<file path="config.mk">
export PLATFORM = sky130hd
export DESIGN_NAME = cct_timer
export DESIGN_NICKNAME = d
export VERILOG_FILES = /design/src/hw/cct_pkg.sv /design/src/hw/cct_timer.sv
export VERILOG_INCLUDE_DIRS = /design/src /design/src/hw
export SDC_FILE = /design/constraint.sdc
export NUM_CORES = 1
export LEC_CHECK = 0
export BUFFER_PORTS_ARGS = -buffer_cell sky130_fd_sc_hd__buf_2
export CAP_MARGIN = 20
export CORE_UTILIZATION = 40
export DETAILED_ROUTE_END_ITERATION = 10
export SYNTH_ARGS = -nofsm -noshare
export SYNTH_HDL_FRONTEND = slang
export SYNTH_SLANG_ARGS = --single-unit
</file>
<file path="constraint.sdc">
create_clock -name clk_i -period 2.15 [get_ports clk_i]
set_clock_uncertainty 0.2 [all_clocks]
set_input_delay 0 -clock clk_i [delete_from_list [all_inputs] [get_ports clk_i]]
set_output_delay 0 -clock clk_i [all_outputs]
set_load 0.1 [all_outputs]
</file>
<file path="src/hw/cct_timer_cfg.svh">
`ifndef CCT_TIMER_CFG_SVH
`define CCT_TIMER_CFG_SVH

// Register addresses on the byte-wide register port.
`define CCT_A_SC 5'h00
`define CCT_A_CNTH 5'h01
`define CCT_A_CNTL 5'h02
`define CCT_A_MODH 5'h03
`define CCT_A_MODL 5'h04
// Channel x: status/control at base+3x, value high at +1, value low at +2.
`define CCT_CH_BASE 5
`define CCT_CH_STRIDE 3
`define CCT_CH_SUB_SC 0
`define CCT_CH_SUB_HI 1
`define CCT_CH_SUB_LO 2

// Timer status and control bit positions.
`define CCT_B_OVF 7
`define CCT_B_OVFIE 6
`define CCT_B_HALT 5
`define CCT_B_CRST 4
`define CCT_CLKSEL_EXT 3'h7

// Channel status and control bit positions.
`define CCT_B_CHF 7
`define CCT_B_CHIE 6
`define CCT_B_MSB 5
`define CCT_B_MSA 4
`define CCT_B_ELSH 3
`define CCT_B_ELSL 2
`define CCT_B_TOV 1

// Edge/level field codes.
`define CCT_ELS_OFF 2'h0
`define CCT_ELS_RISE_TGL 2'h1
`define CCT_ELS_FALL_LOW 2'h2
`define CCT_ELS_ANY_HIGH 2'h3

// Reset values.
`define CCT_MOD_RST 16'hFFFF
`define CCT_MODH_RST 8'hFF
`define CCT_HALT_RST 1'b1
`define CCT_CLKSEL_RST 3'h0

`endif

</file>
<file path="src/hw/cct_pkg.sv">
package cct_pkg;
  typedef logic [7:0] cct_byte_t;
  typedef logic [4:0] cct_addr_t;
  typedef logic [15:0] cct_word_t;
  typedef enum {CCT_MODE_OFF, CCT_MODE_CAPTURE, CCT_MODE_COMPARE} cct_mode_t;
endpackage : cct_pkg

</file>
<file path="src/hw/cct_timer.sv">
// Implementation choices: strobed register access and the address map.
`timescale 1ns/10ps
`include "cct_timer_cfg.svh"

module cct_timer #(
  parameter int NUM_CH = 6
) (
  input wire logic clk_i,
  input wire logic rst_n_i,
  input wire cct_pkg::cct_addr_t addr_i,
  input wire cct_pkg::cct_byte_t wdata_i,
  input wire logic wr_i,
  input wire logic rd_i,
  output cct_pkg::cct_byte_t rdata_o,
  input wire logic external_count_clock_i,
  input wire logic [NUM_CH-1:0] ch_pin_i,
  output logic [NUM_CH-1:0] ch_pin_o,
  output logic [NUM_CH-1:0] ch_pin_oe_o,
  output logic overflow_irq_o,
  output logic [NUM_CH-1:0] ch_irq_o
);
  import cct_pkg::*;

  // The address map reaches only a few channels and pairing needs an even count.
  if (NUM_CH < 2 || NUM_CH > 8 || (NUM_CH % 2) != 0) begin : g_bad_num_ch
    $error("NUM_CH must be even and between 2 and 8");
  end

  ////////////////////////////////////////////////////////////////////////////
  // Helpers.

  // Low-bit mask of the prescaler that must be all ones for a divided tick.
  function automatic logic [5:0] div_mask(input logic [2:0] sel);
    logic [6:0] m;
    m = (7'h01 << sel) - 7'h01;
    return m[5:0];
  endfunction : div_mask

  // Byte address of one register of channel ch.
  function automatic cct_addr_t ch_addr(input int unsigned ch, input int unsigned sub);
    return 5'(`CCT_CH_BASE + `CCT_CH_STRIDE * ch + sub);
  endfunction : ch_addr

  ////////////////////////////////////////////////////////////////////////////
  // State.

  logic halt_ff, ovf_ie_ff, ovf_flag_ff, ovf_arm_ff, mod_lock_ff, cnt_latched_ff;
  logic [2:0] clk_sel_ff;
  logic [5:0] presc_ff;
  cct_word_t cnt_ff, mod_ff;
  cct_byte_t mod_hi_buf_ff, cnt_lo_latch_ff, rdata_ff;
  logic ext_s1_ff, ext_s2_ff, ext_s3_ff;
  logic [NUM_CH-1:0] pin_s1_ff, pin_s2_ff, pin_s3_ff;
  logic [NUM_CH-1:0] chf_ff, chie_ff, msb_ff, msa_ff, tov_ff, ch_arm_ff, out_ff;
  logic [1:0] els_ff [NUM_CH];
  cct_word_t val_ff [NUM_CH];
  cct_byte_t val_hi_buf_ff [NUM_CH];
  logic [NUM_CH/2-1:0] sel_odd_ff, next_odd_ff;

  logic wr_sc, rd_sc, crst_wr, tick, wrap, ovf_evt;
  logic [NUM_CH-1:0] disabled, evt, match, ch_wr_sc, ch_rd_sc, ch_wr_lo;
  cct_mode_t mode [NUM_CH];
  cct_word_t cmp_val [NUM_CH];
  cct_byte_t nxt_rdata;

  assign wr_sc = wr_i && (addr_i == `CCT_A_SC);
  assign rd_sc = rd_i && (addr_i == `CCT_A_SC);
  assign crst_wr = wr_sc && wdata_i[`CCT_B_CRST];

  ////////////////////////////////////////////////////////////////////////////
  // Pin synchronisers; the first stage feeds only the second.

  always_ff @(posedge clk_i or negedge rst_n_i) begin
    if (!rst_n_i) begin
      ext_s1_ff <= 1'b0;
      ext_s2_ff <= 1'b0;
      ext_s3_ff <= 1'b0;
      pin_s1_ff <= '0;
      pin_s2_ff <= '0;
      pin_s3_ff <= '0;
    end else begin
      ext_s1_ff <= external_count_clock_i;
      ext_s2_ff <= ext_s1_ff;
      ext_s3_ff <= ext_s2_ff;
      pin_s1_ff <= ch_pin_i;
      pin_s2_ff <= pin_s1_ff;
      pin_s3_ff <= pin_s2_ff;
    end
  end

  ////////////////////////////////////////////////////////////////////////////
  // Prescaler and counter.

  // A tick comes from the divided bus clock or a rising external edge.
  always_comb begin
    if (halt_ff) begin
      tick = 1'b0;
    end else if (clk_sel_ff == `CCT_CLKSEL_EXT) begin
      tick = ext_s2_ff && !ext_s3_ff;
    end else begin
      tick = &(presc_ff | ~div_mask(clk_sel_ff));
    end
  end

  assign wrap = tick && (cnt_ff == mod_ff) && !crst_wr;
  // A pending period high byte masks the flag, so a half-written period cannot fire.
  assign ovf_evt = wrap && !mod_lock_ff;

  always_ff @(posedge clk_i or negedge rst_n_i) begin
    if (!rst_n_i) begin
      presc_ff <= '0;
    end else if (crst_wr) begin
      presc_ff <= '0;
    end else if (!halt_ff) begin
      presc_ff <= presc_ff + 6'h01;
    end
  end

  // Counter reset wins over a tick, so halt plus reset parks it at zero.
  always_ff @(posedge clk_i or negedge rst_n_i) begin
    if (!rst_n_i) begin
      cnt_ff <= '0;
    end else if (crst_wr) begin
      cnt_ff <= '0;
    end else if (wrap) begin
      cnt_ff <= '0;
    end else if (tick) begin
      cnt_ff <= cnt_ff + 16'h0001;
    end
  end

  ////////////////////////////////////////////////////////////////////////////
  // Timer status and control register.

  always_ff @(posedge clk_i or negedge rst_n_i) begin
    if (!rst_n_i) begin
      halt_ff <= `CCT_HALT_RST;
      ovf_ie_ff <= 1'b0;
      clk_sel_ff <= `CCT_CLKSEL_RST;
    end else if (wr_sc) begin
      halt_ff <= wdata_i[`CCT_B_HALT];
      ovf_ie_ff <= wdata_i[`CCT_B_OVFIE];
      clk_sel_ff <= wdata_i[2:0];
    end
  end

  // The set beats the clear; a write of one never touches the flag.
  always_ff @(posedge clk_i or negedge rst_n_i) begin
    if (!rst_n_i) begin
      ovf_flag_ff <= 1'b0;
      ovf_arm_ff <= 1'b0;
    end else if (ovf_evt) begin
      ovf_flag_ff <= 1'b1;
      ovf_arm_ff <= 1'b0;
    end else if (wr_sc) begin
      if (ovf_arm_ff && !wdata_i[`CCT_B_OVF]) begin
        ovf_flag_ff <= 1'b0;
      end
      ovf_arm_ff <= 1'b0;
    end else if (rd_sc && ovf_flag_ff) begin
      ovf_arm_ff <= 1'b1;
    end
  end

  assign overflow_irq_o = ovf_flag_ff && ovf_ie_ff && !mod_lock_ff;

  ////////////////////////////////////////////////////////////////////////////
  // Period register and counter read latch.

  always_ff @(posedge clk_i or negedge rst_n_i) begin
    if (!rst_n_i) begin
      mod_ff <= `CCT_MOD_RST;
      mod_hi_buf_ff <= `CCT_MODH_RST;
      mod_lock_ff <= 1'b0;
    end else if (wr_i && addr_i == `CCT_A_MODH) begin
      mod_hi_buf_ff <= wdata_i;
      mod_lock_ff <= 1'b1;
    end else if (wr_i && addr_i == `CCT_A_MODL) begin
      mod_ff <= {mod_hi_buf_ff, wdata_i};
      mod_lock_ff <= 1'b0;
    end
  end

  // The latch keeps a 16-bit read coherent across two byte reads.
  always_ff @(posedge clk_i or negedge rst_n_i) begin
    if (!rst_n_i) begin
      cnt_lo_latch_ff <= '0;
      cnt_latched_ff <= 1'b0;
    end else if (crst_wr) begin
      cnt_lo_latch_ff <= '0;
      cnt_latched_ff <= 1'b0;
    end else if (rd_i && addr_i == `CCT_A_CNTH && !cnt_latched_ff) begin
      cnt_lo_latch_ff <= cnt_ff[7:0];
      cnt_latched_ff <= 1'b1;
    end else if (rd_i && addr_i == `CCT_A_CNTL) begin
      cnt_latched_ff <= 1'b0;
    end
  end

  ////////////////////////////////////////////////////////////////////////////
  // Channel decode and events.

  always_comb begin
    for (int p = 0; p < NUM_CH / 2; p++) begin
      disabled[2*p] = 1'b0;
      disabled[2*p+1] = msb_ff[2*p];
      cmp_val[2*p] = (msb_ff[2*p] && sel_odd_ff[p]) ? val_ff[2*p+1] : val_ff[2*p];
      cmp_val[2*p+1] = val_ff[2*p+1];
    end
    for (int i = 0; i < NUM_CH; i++) begin
      ch_wr_sc[i] = wr_i && addr_i == ch_addr(i, `CCT_CH_SUB_SC) && !disabled[i];
      ch_rd_sc[i] = rd_i && addr_i == ch_addr(i, `CCT_CH_SUB_SC) && !disabled[i];
      ch_wr_lo[i] = wr_i && addr_i == ch_addr(i, `CCT_CH_SUB_LO);
      if (els_ff[i] == `CCT_ELS_OFF || disabled[i]) begin
        mode[i] = CCT_MODE_OFF;
      end else if (msb_ff[i] || msa_ff[i]) begin
        mode[i] = CCT_MODE_COMPARE;
      end else begin
        mode[i] = CCT_MODE_CAPTURE;
      end
      match[i] = (mode[i] == CCT_MODE_COMPARE) && tick && !crst_wr && (cnt_ff == cmp_val[i]);
      evt[i] = match[i];
      if (mode[i] == CCT_MODE_CAPTURE && !halt_ff) begin
        case (els_ff[i])
          `CCT_ELS_RISE_TGL: evt[i] = pin_s2_ff[i] && !pin_s3_ff[i];
          `CCT_ELS_FALL_LOW: evt[i] = !pin_s2_ff[i] && pin_s3_ff[i];
          `CCT_ELS_ANY_HIGH: evt[i] = pin_s2_ff[i] != pin_s3_ff[i];
          default: evt[i] = 1'b0;
        endcase
      end
    end
  end

  ////////////////////////////////////////////////////////////////////////////
  // Channel status and control registers.

  always_ff @(posedge clk_i or negedge rst_n_i) begin
    if (!rst_n_i) begin
      chie_ff <= '0;
      msb_ff <= '0;
      msa_ff <= '0;
      tov_ff <= '0;
      for (int i = 0; i < NUM_CH; i++) begin
        els_ff[i] <= `CCT_ELS_OFF;
      end
    end else begin
      for (int i = 0; i < NUM_CH; i++) begin
        if (ch_wr_sc[i]) begin
          chie_ff[i] <= wdata_i[`CCT_B_CHIE];
          msb_ff[i] <= (i % 2 == 0) ? wdata_i[`CCT_B_MSB] : 1'b0;
          msa_ff[i] <= wdata_i[`CCT_B_MSA];
          els_ff[i] <= wdata_i[`CCT_B_ELSH:`CCT_B_ELSL];
          tov_ff[i] <= wdata_i[`CCT_B_TOV];
        end
      end
    end
  end

  // Channel flags: an event in the clearing cycle keeps the flag set.
  always_ff @(posedge clk_i or negedge rst_n_i) begin
    if (!rst_n_i) begin
      chf_ff <= '0;
      ch_arm_ff <= '0;
    end else begin
      for (int i = 0; i < NUM_CH; i++) begin
        if (evt[i]) begin
          chf_ff[i] <= 1'b1;
          ch_arm_ff[i] <= 1'b0;
        end else if (ch_wr_sc[i]) begin
          if (ch_arm_ff[i] && !wdata_i[`CCT_B_CHF]) begin
            chf_ff[i] <= 1'b0;
          end
          ch_arm_ff[i] <= 1'b0;
        end else if (ch_rd_sc[i] && chf_ff[i]) begin
          ch_arm_ff[i] <= 1'b1;
        end
      end
    end
  end

  assign ch_irq_o = chf_ff & chie_ff;

  ////////////////////////////////////////////////////////////////////////////
  // Channel values; the high byte waits in a buffer so a compare never sees half a value.

  always_ff @(posedge clk_i or negedge rst_n_i) begin
    if (!rst_n_i) begin
      for (int i = 0; i < NUM_CH; i++) begin
        val_ff[i] <= '0;
        val_hi_buf_ff[i] <= '0;
      end
    end else begin
      for (int i = 0; i < NUM_CH; i++) begin
        if (mode[i] == CCT_MODE_CAPTURE && evt[i]) begin
          val_ff[i] <= cnt_ff;
        end else if (ch_wr_lo[i]) begin
          val_ff[i] <= {val_hi_buf_ff[i], wdata_i};
        end
        if (wr_i && addr_i == ch_addr(i, `CCT_CH_SUB_HI)) begin
          val_hi_buf_ff[i] <= wdata_i;
        end
      end
    end
  end

  // The pair follows the registers written last, switching only at a wrap.
  always_ff @(posedge clk_i or negedge rst_n_i) begin
    if (!rst_n_i) begin
      sel_odd_ff <= '0;
      next_odd_ff <= '0;
    end else begin
      for (int p = 0; p < NUM_CH / 2; p++) begin
        if (!msb_ff[2*p]) begin
          sel_odd_ff[p] <= 1'b0;
          next_odd_ff[p] <= 1'b0;
        end else begin
          if (ch_wr_lo[2*p]) begin
            next_odd_ff[p] <= 1'b0;
          end else if (ch_wr_lo[2*p+1]) begin
            next_odd_ff[p] <= 1'b1;
          end
          if (wrap) begin
            sel_odd_ff[p] <= next_odd_ff[p];
          end
        end
      end
    end
  end

  ////////////////////////////////////////////////////////////////////////////
  // Channel outputs.

  // A wrap toggle outranks a match so PWM edges stay aligned to the period.
  always_ff @(posedge clk_i or negedge rst_n_i) begin
    if (!rst_n_i) begin
      out_ff <= '1;
    end else begin
      for (int i = 0; i < NUM_CH; i++) begin
        if (els_ff[i] == `CCT_ELS_OFF) begin
          out_ff[i] <= !msa_ff[i];
        end else if (mode[i] == CCT_MODE_COMPARE) begin
          if (wrap && tov_ff[i]) begin
            out_ff[i] <= !out_ff[i];
          end else if (match[i]) begin
            case (els_ff[i])
              `CCT_ELS_RISE_TGL: out_ff[i] <= !out_ff[i];
              `CCT_ELS_FALL_LOW: out_ff[i] <= 1'b0;
              `CCT_ELS_ANY_HIGH: out_ff[i] <= 1'b1;
              default: out_ff[i] <= out_ff[i];
            endcase
          end
        end
      end
    end
  end

  assign ch_pin_o = out_ff;

  // Only compare channels drive; capture pins stay inputs, off pins go to the port.
  always_comb begin
    for (int i = 0; i < NUM_CH; i++) begin
      ch_pin_oe_o[i] = (mode[i] == CCT_MODE_COMPARE);
    end
  end

  ////////////////////////////////////////////////////////////////////////////
  // Read data, one cycle after the read strobe.

  always_comb begin
    nxt_rdata = '0;
    case (addr_i)
      `CCT_A_SC: nxt_rdata = {ovf_flag_ff, ovf_ie_ff, halt_ff, 1'b0, 1'b0, clk_sel_ff};
      `CCT_A_CNTH: nxt_rdata = cnt_ff[15:8];
      `CCT_A_CNTL: nxt_rdata = cnt_latched_ff ? cnt_lo_latch_ff : cnt_ff[7:0];
      `CCT_A_MODH: nxt_rdata = mod_hi_buf_ff;
      `CCT_A_MODL: nxt_rdata = mod_ff[7:0];
      default: nxt_rdata = '0;
    endcase
    for (int i = 0; i < NUM_CH; i++) begin
      if (addr_i == ch_addr(i, `CCT_CH_SUB_SC) && !disabled[i]) begin
        nxt_rdata = {chf_ff[i], chie_ff[i], msb_ff[i], msa_ff[i], els_ff[i], tov_ff[i], 1'b0};
      end else if (addr_i == ch_addr(i, `CCT_CH_SUB_HI)) begin
        nxt_rdata = val_ff[i][15:8];
      end else if (addr_i == ch_addr(i, `CCT_CH_SUB_LO)) begin
        nxt_rdata = val_ff[i][7:0];
      end
    end
  end

  always_ff @(posedge clk_i or negedge rst_n_i) begin
    if (!rst_n_i) begin
      rdata_ff <= '0;
    end else begin
      rdata_ff <= rd_i ? nxt_rdata : 8'h00;
    end
  end

  assign rdata_o = rdata_ff;
endmodule : cct_timer

</file>
==> out/qor.yml, run 1 <==
global_route:
  grt_pass1_wl_um: 106000
  grt_max_degree: 54
  grt-ovfl-total: 0
  track_usage: 0.330
  antenna_found_initial: 2
  grt_pass1_vias: 16400
detailed_routing:
  vias: 16400
  drtIter0Drc: 1975
  remaining_drc_errors: 0
  wl_um: 73100
  drt_pass1_iterations: 8
  wl_per_cell_um: 26.4
  drt.antenna.violating_nets: 0
  via_per_inst: 5.91
sta:
  max_slew_margin: 0.379
  tightest_slew_ns: 0.931
  max_freq_mhz: 385
  setup_ws_ns: -0.450
  period_share: 1.21
  fin_crit_ns: 2.60
  slew_viol_final: 0
  setup_viol: 55
  rsz0062_at_grt: "true"
  hold_viol: 0
synthesis:
  syn-instance-count: 1736
  ys_ff_latch: 293
  ys.flop_type: "dfrtp_1"
  synth-edff-count: 0
  ys_async_sr_fraction: 1.00
  syn_nets: 1782
  ys_types: 99
  syn_area_per_cell_um2: 9.83
  yosysWarnings: 0
  netlist_area_mm2: 0.0171
  ys_seq_area_frac: 0.432
cells_and_area:
  area_growth_pct: 44.8
  final_common_cell: "buf_4"
  layout-drive-gt1-share: 0.434
  final_nets: 2254
  diodes: 0
  final_cell_mix: "buf_4, dfrtp_1, nand2_1"
  fin_util: 0.588
setup_path:
  critPathMaxStageDelay_ns: 0.53
  critical_path.max_fanout: 6
  critPathArrivalTime_ns: 2.87
  required_ns: 2.42
  cp-end-kind: "flop"
  cp-start-kind: "flop"
  critPathTopFamily: "flip-flops"
  slowest_stage: "dfstp_2"
  cpMostUsedCell: "buf_12"
  cp_num_buf_inv: 3
  cp_cell_sequence: "xor2_1, nor4_4, nand4_4, buf_12, buf_12, nor4b_4, buf_4, or2_4, a41o_1, a211oi_2"
  worst-setup-path-type: "flop to flop"
placed_design:
  io_buffers: 50
  gp_congestion: 1.01
  dp_hpwl_um: 51100
power_and_ir_drop:
  p_per_area_mw_per_mm2: 1080
  pwr-share-seq: 0.323
  power_leakage_nw: 11.6
  p_total_mw: 26.7
  p_clk_frac: 0.243
  power.net_switching_mw: 10.3
  p_int_mw: 16.5
  combPwrFrac: 0.433
  p_sw_frac: 0.384
  irDropWorstVdd_v: 0.000464
run:
  drv_cap: 0
hold_path:
  hold_path_class: "primary input to flop"
die:
  coreArea_mm2: 0.0420
  dieHeight_um: 209
  die_width_um: 209
  rows: 75
  start_util: 0.406
  die_area_mm2: 0.0435
  io_pins: 51
cts:
  clkLatencyLatePin_ns: 0.55
  cts_tree: "done"
  cts_root_buffer: "clkbuf_16"
  cts_max_level: 2
  clock-sinks: 293
  path_clk_slew_ns: 0.06
  numCtsBuffers: 37
  clock_path_buffers: 3
status:
  outcome: "finished, violations left"
  violations: "negative setup slack"
[worst reg2reg max path, delay by kind of cell (launching register included)]
kind | cells | cell delay, ns
xor+xnor | 1 | 0.36
compound gates | 2 | 0.50
simple gates | 4 | 0.49
buf+inv | 3 | 0.45
flops | 1 | 0.53
[state kept, by name, summed over array words and instances, names as in the netlist, 8 cells and up]
name	flops
cmp_val	48
cnt_ff	16
cnt_lo_latch_ff	8
els_ff	12
mod_ff	16
mod_hi_buf_ff	8
rdata_o	8
val_ff	48
val_hi_buf_ff	48
[synth_stat cells (26+ instances only)]
| master | count | area, um2 |
|---|---|---|
| mux2i_1 | 114 | 1140 |
| dfrtp_1 | 262 | 6560 |
| buf_2 | 42 | 210 |
| o21ai_0 | 114 | 571 |
| nand3_1 | 26 | 130 |
| nand2_1 | 175 | 657 |
| dfstp_2 | 31 | 815 |
| mux2_2 | 102 | 1150 |
| xor2_1 | 57 | 499 |
| xnor2_1 | 43 | 377 |
| a21oi_1 | 90 | 450 |
| inv_1 | 50 | 188 |
| clkbuf_1 | 57 | 214 |
| nor2_1 | 118 | 443 |
[metrics by stage]
| stage | area [um2] | instances | hold WS, ns | worst slack, ns | TNS [ns] |
|---|---|---|---|---|---|
| 5_1_grt | 24700 | 2773 | 0.106 | -0.546 | -15.46 |
| 3_3_place_gp | 21300 | 2637 | -0.208 | -0.456 | -13.90 |
| 6_report | 24700 | 2773 | 0.0787 | -0.450 | -10.91 |
| 2_1_floorplan | 17400 | 1736 | -0.496 | -0.872 | -3.41 |
| 3_5_place_dp | 21300 | 2637 | -0.198 | -0.464 | -15.89 |
| 4_1_cts | 23800 | 2759 | 0.0380 | -0.379 | -10.51 |
[per-layer routing]
| metal | global-route usage | share of wire | vias up | wire length (um) |
|---|---|---|---|---|
| li1 | - | - | 7207 | - |
| met1 | 0.442 | 0.42 | 8177 | 30400 |
| met2 | 0.524 | 0.46 | 816 | 33500 |
| met3 | 0.0553 | 0.077 | 199 | 5660 |
| met4 | 0.152 | 0.050 | 0 | 3640 |
| met5 | 0 | 0 | - | 0 |
[what timing repair did]
item | in CTS | in global routing
hold buffers | 28 | 0
pin swaps | 71 | 83
resized for setup | 150 | 183
endpoints found under the setup margin | 64 | 98
cloned | 2 | 8
endpoints found under the hold margin | 366 | 0
setup buffers | 29 | 12
[final timing paths]
| kind | from | endpoint | slack [ns] | cells past startpoint |
|---|---|---|---|---|
| worst max-delay path | mod_ff[15]$_DFFE_PN1P_ | ch_pin_o[1]$_DFFE_PN1P_ | -0.45 | 10 |
| worst min-delay path | addr_i[1] | next_odd_ff[2]$_DFFE_PN0P_ | 0.08 | 6 |
| worst max register to register | mod_ff[15]$_DFFE_PN1P_ | ch_pin_o[1]$_DFFE_PN1P_ | -0.45 | 10 |
| worst min register to register | ext_s1_ff$_DFF_PN0_ | ext_s2_ff$_DFF_PN0_ | 0.15 | 0 |
| max in group asynchronous | rst_n_i | mod_ff[15]$_DFFE_PN1P_ | 0.81 | 4 |
| min in group asynchronous | rst_n_i | ch_pin_o[4]$_DFFE_PN1P_ | 0.48 | 3 |
[kinds of logic after synthesis]
family / Yosys count / synth area share
AOI/OAI and AO/OA: 407 / 0.155
muxes: 220 / 0.138
xor gates and xnor gates: 100 / 0.0513
buffers and inverters: 174 / 0.0449
and+or+nand+nor: 519 / 0.162
DFF: 293 / 0.432
adders and majority gates: 23 / 0.0168
[power by group through the flow]
stage	clock network, mW	registers (mW)	logic, mW
floorplan	0	8.70	5.11
global placement	0	8.52	9.88
detailed placement	0	8.57	10.0
CTS	6.58	8.54	10.8
global route	6.78	8.78	12.2
finish	6.50	8.64	11.6
[cell type report]
type                            count  area (um2)
Fill cell                        3519       17300
Multi-Input combinational cell   1269       10300
Sequential cell                   293        7380
Timing Repair Buffer              554        4860
Clock buffer                       52        1040
Tap cell                          539         674
Inverter                           53         215
Clock inverter                     13         201
No activity file was read; power rests on OpenSTA's default activity.
==> inputs of run 2 (changes only) <==
SETUP_SLACK_MARGIN = 0.15   (was not set)
==> out/qor.yml, run 2 (synthesized netlist as in run 1, its figures left out) <==
status:
  violations: "negative setup slack"
  outcome: "finished, violations left"
sta:
  max_slew_margin: 0.382
  timing.setup.tns_ns: -11.19
  rsz0062_at_grt: "true"
  max_freq_mhz: 384
  slew_viol_final: 0
  setup_ws_ns: -0.457
  fin_crit_ns: 2.61
  hold_viol: 0
  fin_hold_ws_ns: 0.0824
  setup_viol: 49
  period_share: 1.21
  tightest_slew_ns: 0.927
die:
  dieHeight_um: 209
  die_width_um: 209
  start_util: 0.406
  die_area_mm2: 0.0435
  io_pins: 51
  rows: 75
  coreArea_mm2: 0.0420
global_route:
  antenna_found_initial: 1
  grt_pass1_vias: 16500
  grt_max_degree: 72
  track_usage: 0.340
  grt_pass1_wl_um: 109000
  grt-ovfl-total: 0
detailed_routing:
  vias: 16900
  wl_um: 75600
  remaining_drc_errors: 0
  drtIter0Drc: 1912
  via_per_inst: 5.98
  drt.antenna.violating_nets: 0
  wl_per_cell_um: 26.7
  drt_pass1_iterations: 5
cells_and_area:
  fin_util: 0.616
  fillerInstances: 3412
  final_cell_mix: "buf_4, dfrtp_1, nand2_1"
  final_nets: 2316
  layout-drive-gt1-share: 0.478
  final_area_mm2: 0.0259
  final_common_cell: "buf_4"
  area_growth_pct: 51.8
setup_path:
  rrSetupSlack_ns: -0.46
  r2r-end: "ch_pin_o[3]$_DFFE_PN1P_"
  worstRegToRegCells: 9
  cp_cell_sequence: "nand3b_1, a32oi_2, a21oi_4, buf_6, or2_4, buf_12, o31ai_1, a21oi_1, o22ai_1"
  cp_num_cells: 9
  cp-end-kind: "flop"
  slowest_stage: "dfrtp_1"
  worst-setup-path-type: "flop to flop"
  reg2reg_from: "clk_sel_ff[1]$_DFFE_PN0P_"
  critPathMaxStageDelay_ns: 0.42
  cp-start-kind: "flop"
  cp_num_buf_inv: 2
  critPathTopFamily: "compound AO/OA/AOI/OAI gates"
  critPathArrivalTime_ns: 2.89
  critical_path.max_fanout: 7
  required_ns: 2.43
cts:
  clock-sinks: 293
  path_clk_slew_ns: 0.06
  cts_tree: "done"
  cts_max_level: 2
  numCtsBuffers: 36
  cts_root_buffer: "clkbuf_16"
  clkLatencyLatePin_ns: 0.56
  clock_path_buffers: 3
placed_design:
  gp_congestion: 1.01
  dpl_cell_area_mm2: 0.0217
  dp_hpwl_um: 52100
  io_buffers: 50
power_and_ir_drop:
  irDropWorstVdd_v: 0.000675
  p_per_area_mw_per_mm2: 1060
  power_leakage_nw: 12.3
hold_path:
  min_to: "rdata_o[7]$_DFF_PN0_"
  holdPathStages: 6
  hp-start: "addr_i[3]"
  hold_path_class: "primary input to flop"
run:
  drv_cap: 0
run 2: per-stage QoR:
stage | power, mW | instances | worst slack (ns)
global placement | 18.5 | 2657 | -0.624
detailed placement | 18.7 | 2657 | -0.623
global route | 28.4 | 2835 | -0.530
CTS | 26.1 | 2804 | -0.495
finish | 27.4 | 2836 | -0.457
floorplan | 13.9 | 1736 | -0.872
run 2: layout make-up:
class	count	area (um2)	share of cell area
Antenna cell	2	5.00	0.000193
Clock buffer	56	1110	0.0427
Clock inverter	7	65.1	0.00251
Inverter	53	213	0.00821
Multi-Input combinational cell	1275	10800	0.418
Sequential cell	293	7380	0.285
Tap cell	539	674	0.0260
Timing Repair Buffer	611	5640	0.217
run 2: power by group:
group	switching (mW)	internal (mW)
sequential	1.55	7.09
combinational	6.63	5.97
clock	2.50	3.65
total	10.7	16.7
run 2: worst max-delay path by stage:
stage	start	endpoint	slack, ns
after global routing	clk_sel_ff[1]$_DFFE_PN0P_	ch_pin_o[3]$_DFFE_PN1P_	-0.53
after floorplan	els_ff[9]$_DFFE_PN0P_	ch_pin_o[1]$_DFFE_PN1P_	-0.87
final	clk_sel_ff[1]$_DFFE_PN0P_	ch_pin_o[3]$_DFFE_PN1P_	-0.46
after detailed placement	cnt_ff[1]$_DFFE_PN0P_	rdata_o[1]$_DFF_PN0_	-0.62
after CTS	cnt_ff[1]$_DFFE_PN0P_	rdata_o[1]$_DFF_PN0_	-0.50
after global placement	cnt_ff[1]$_DFFE_PN0P_	rdata_o[1]$_DFF_PN0_	-0.62
run 2: repair_timing:
action / CTS / global route
endpoints found under the setup margin: 75 / 139
hold buffers: 27 / 0
buffers inserted: 50 / 22
gates cloned: 7 / 8
gates resized for setup: 203 / 255
pin swaps: 94 / 115
endpoints found under the hold margin: 411 / 0
run 2: routing by layer:
layer | GRT usage | part of all wire | up-vias
met5 | 0 | 0 | -
li1 | - | - | 7362
met4 | 0.169 | 0.056 | 0
met2 | 0.525 | 0.45 | 923
met3 | 0.0494 | 0.081 | 202
met1 | 0.468 | 0.41 | 8459
run 2: worst register-to-register path, stage by stage (launching register included):
cell and delay [ns]:
dfrtp_1 0.42, nand3b_1 0.19, a32oi_2 0.25, a21oi_4 0.19, buf_6 0.21, or2_4 0.25, buf_12 0.14, o31ai_1 0.36
a21oi_1 0.14, o22ai_1 0.19
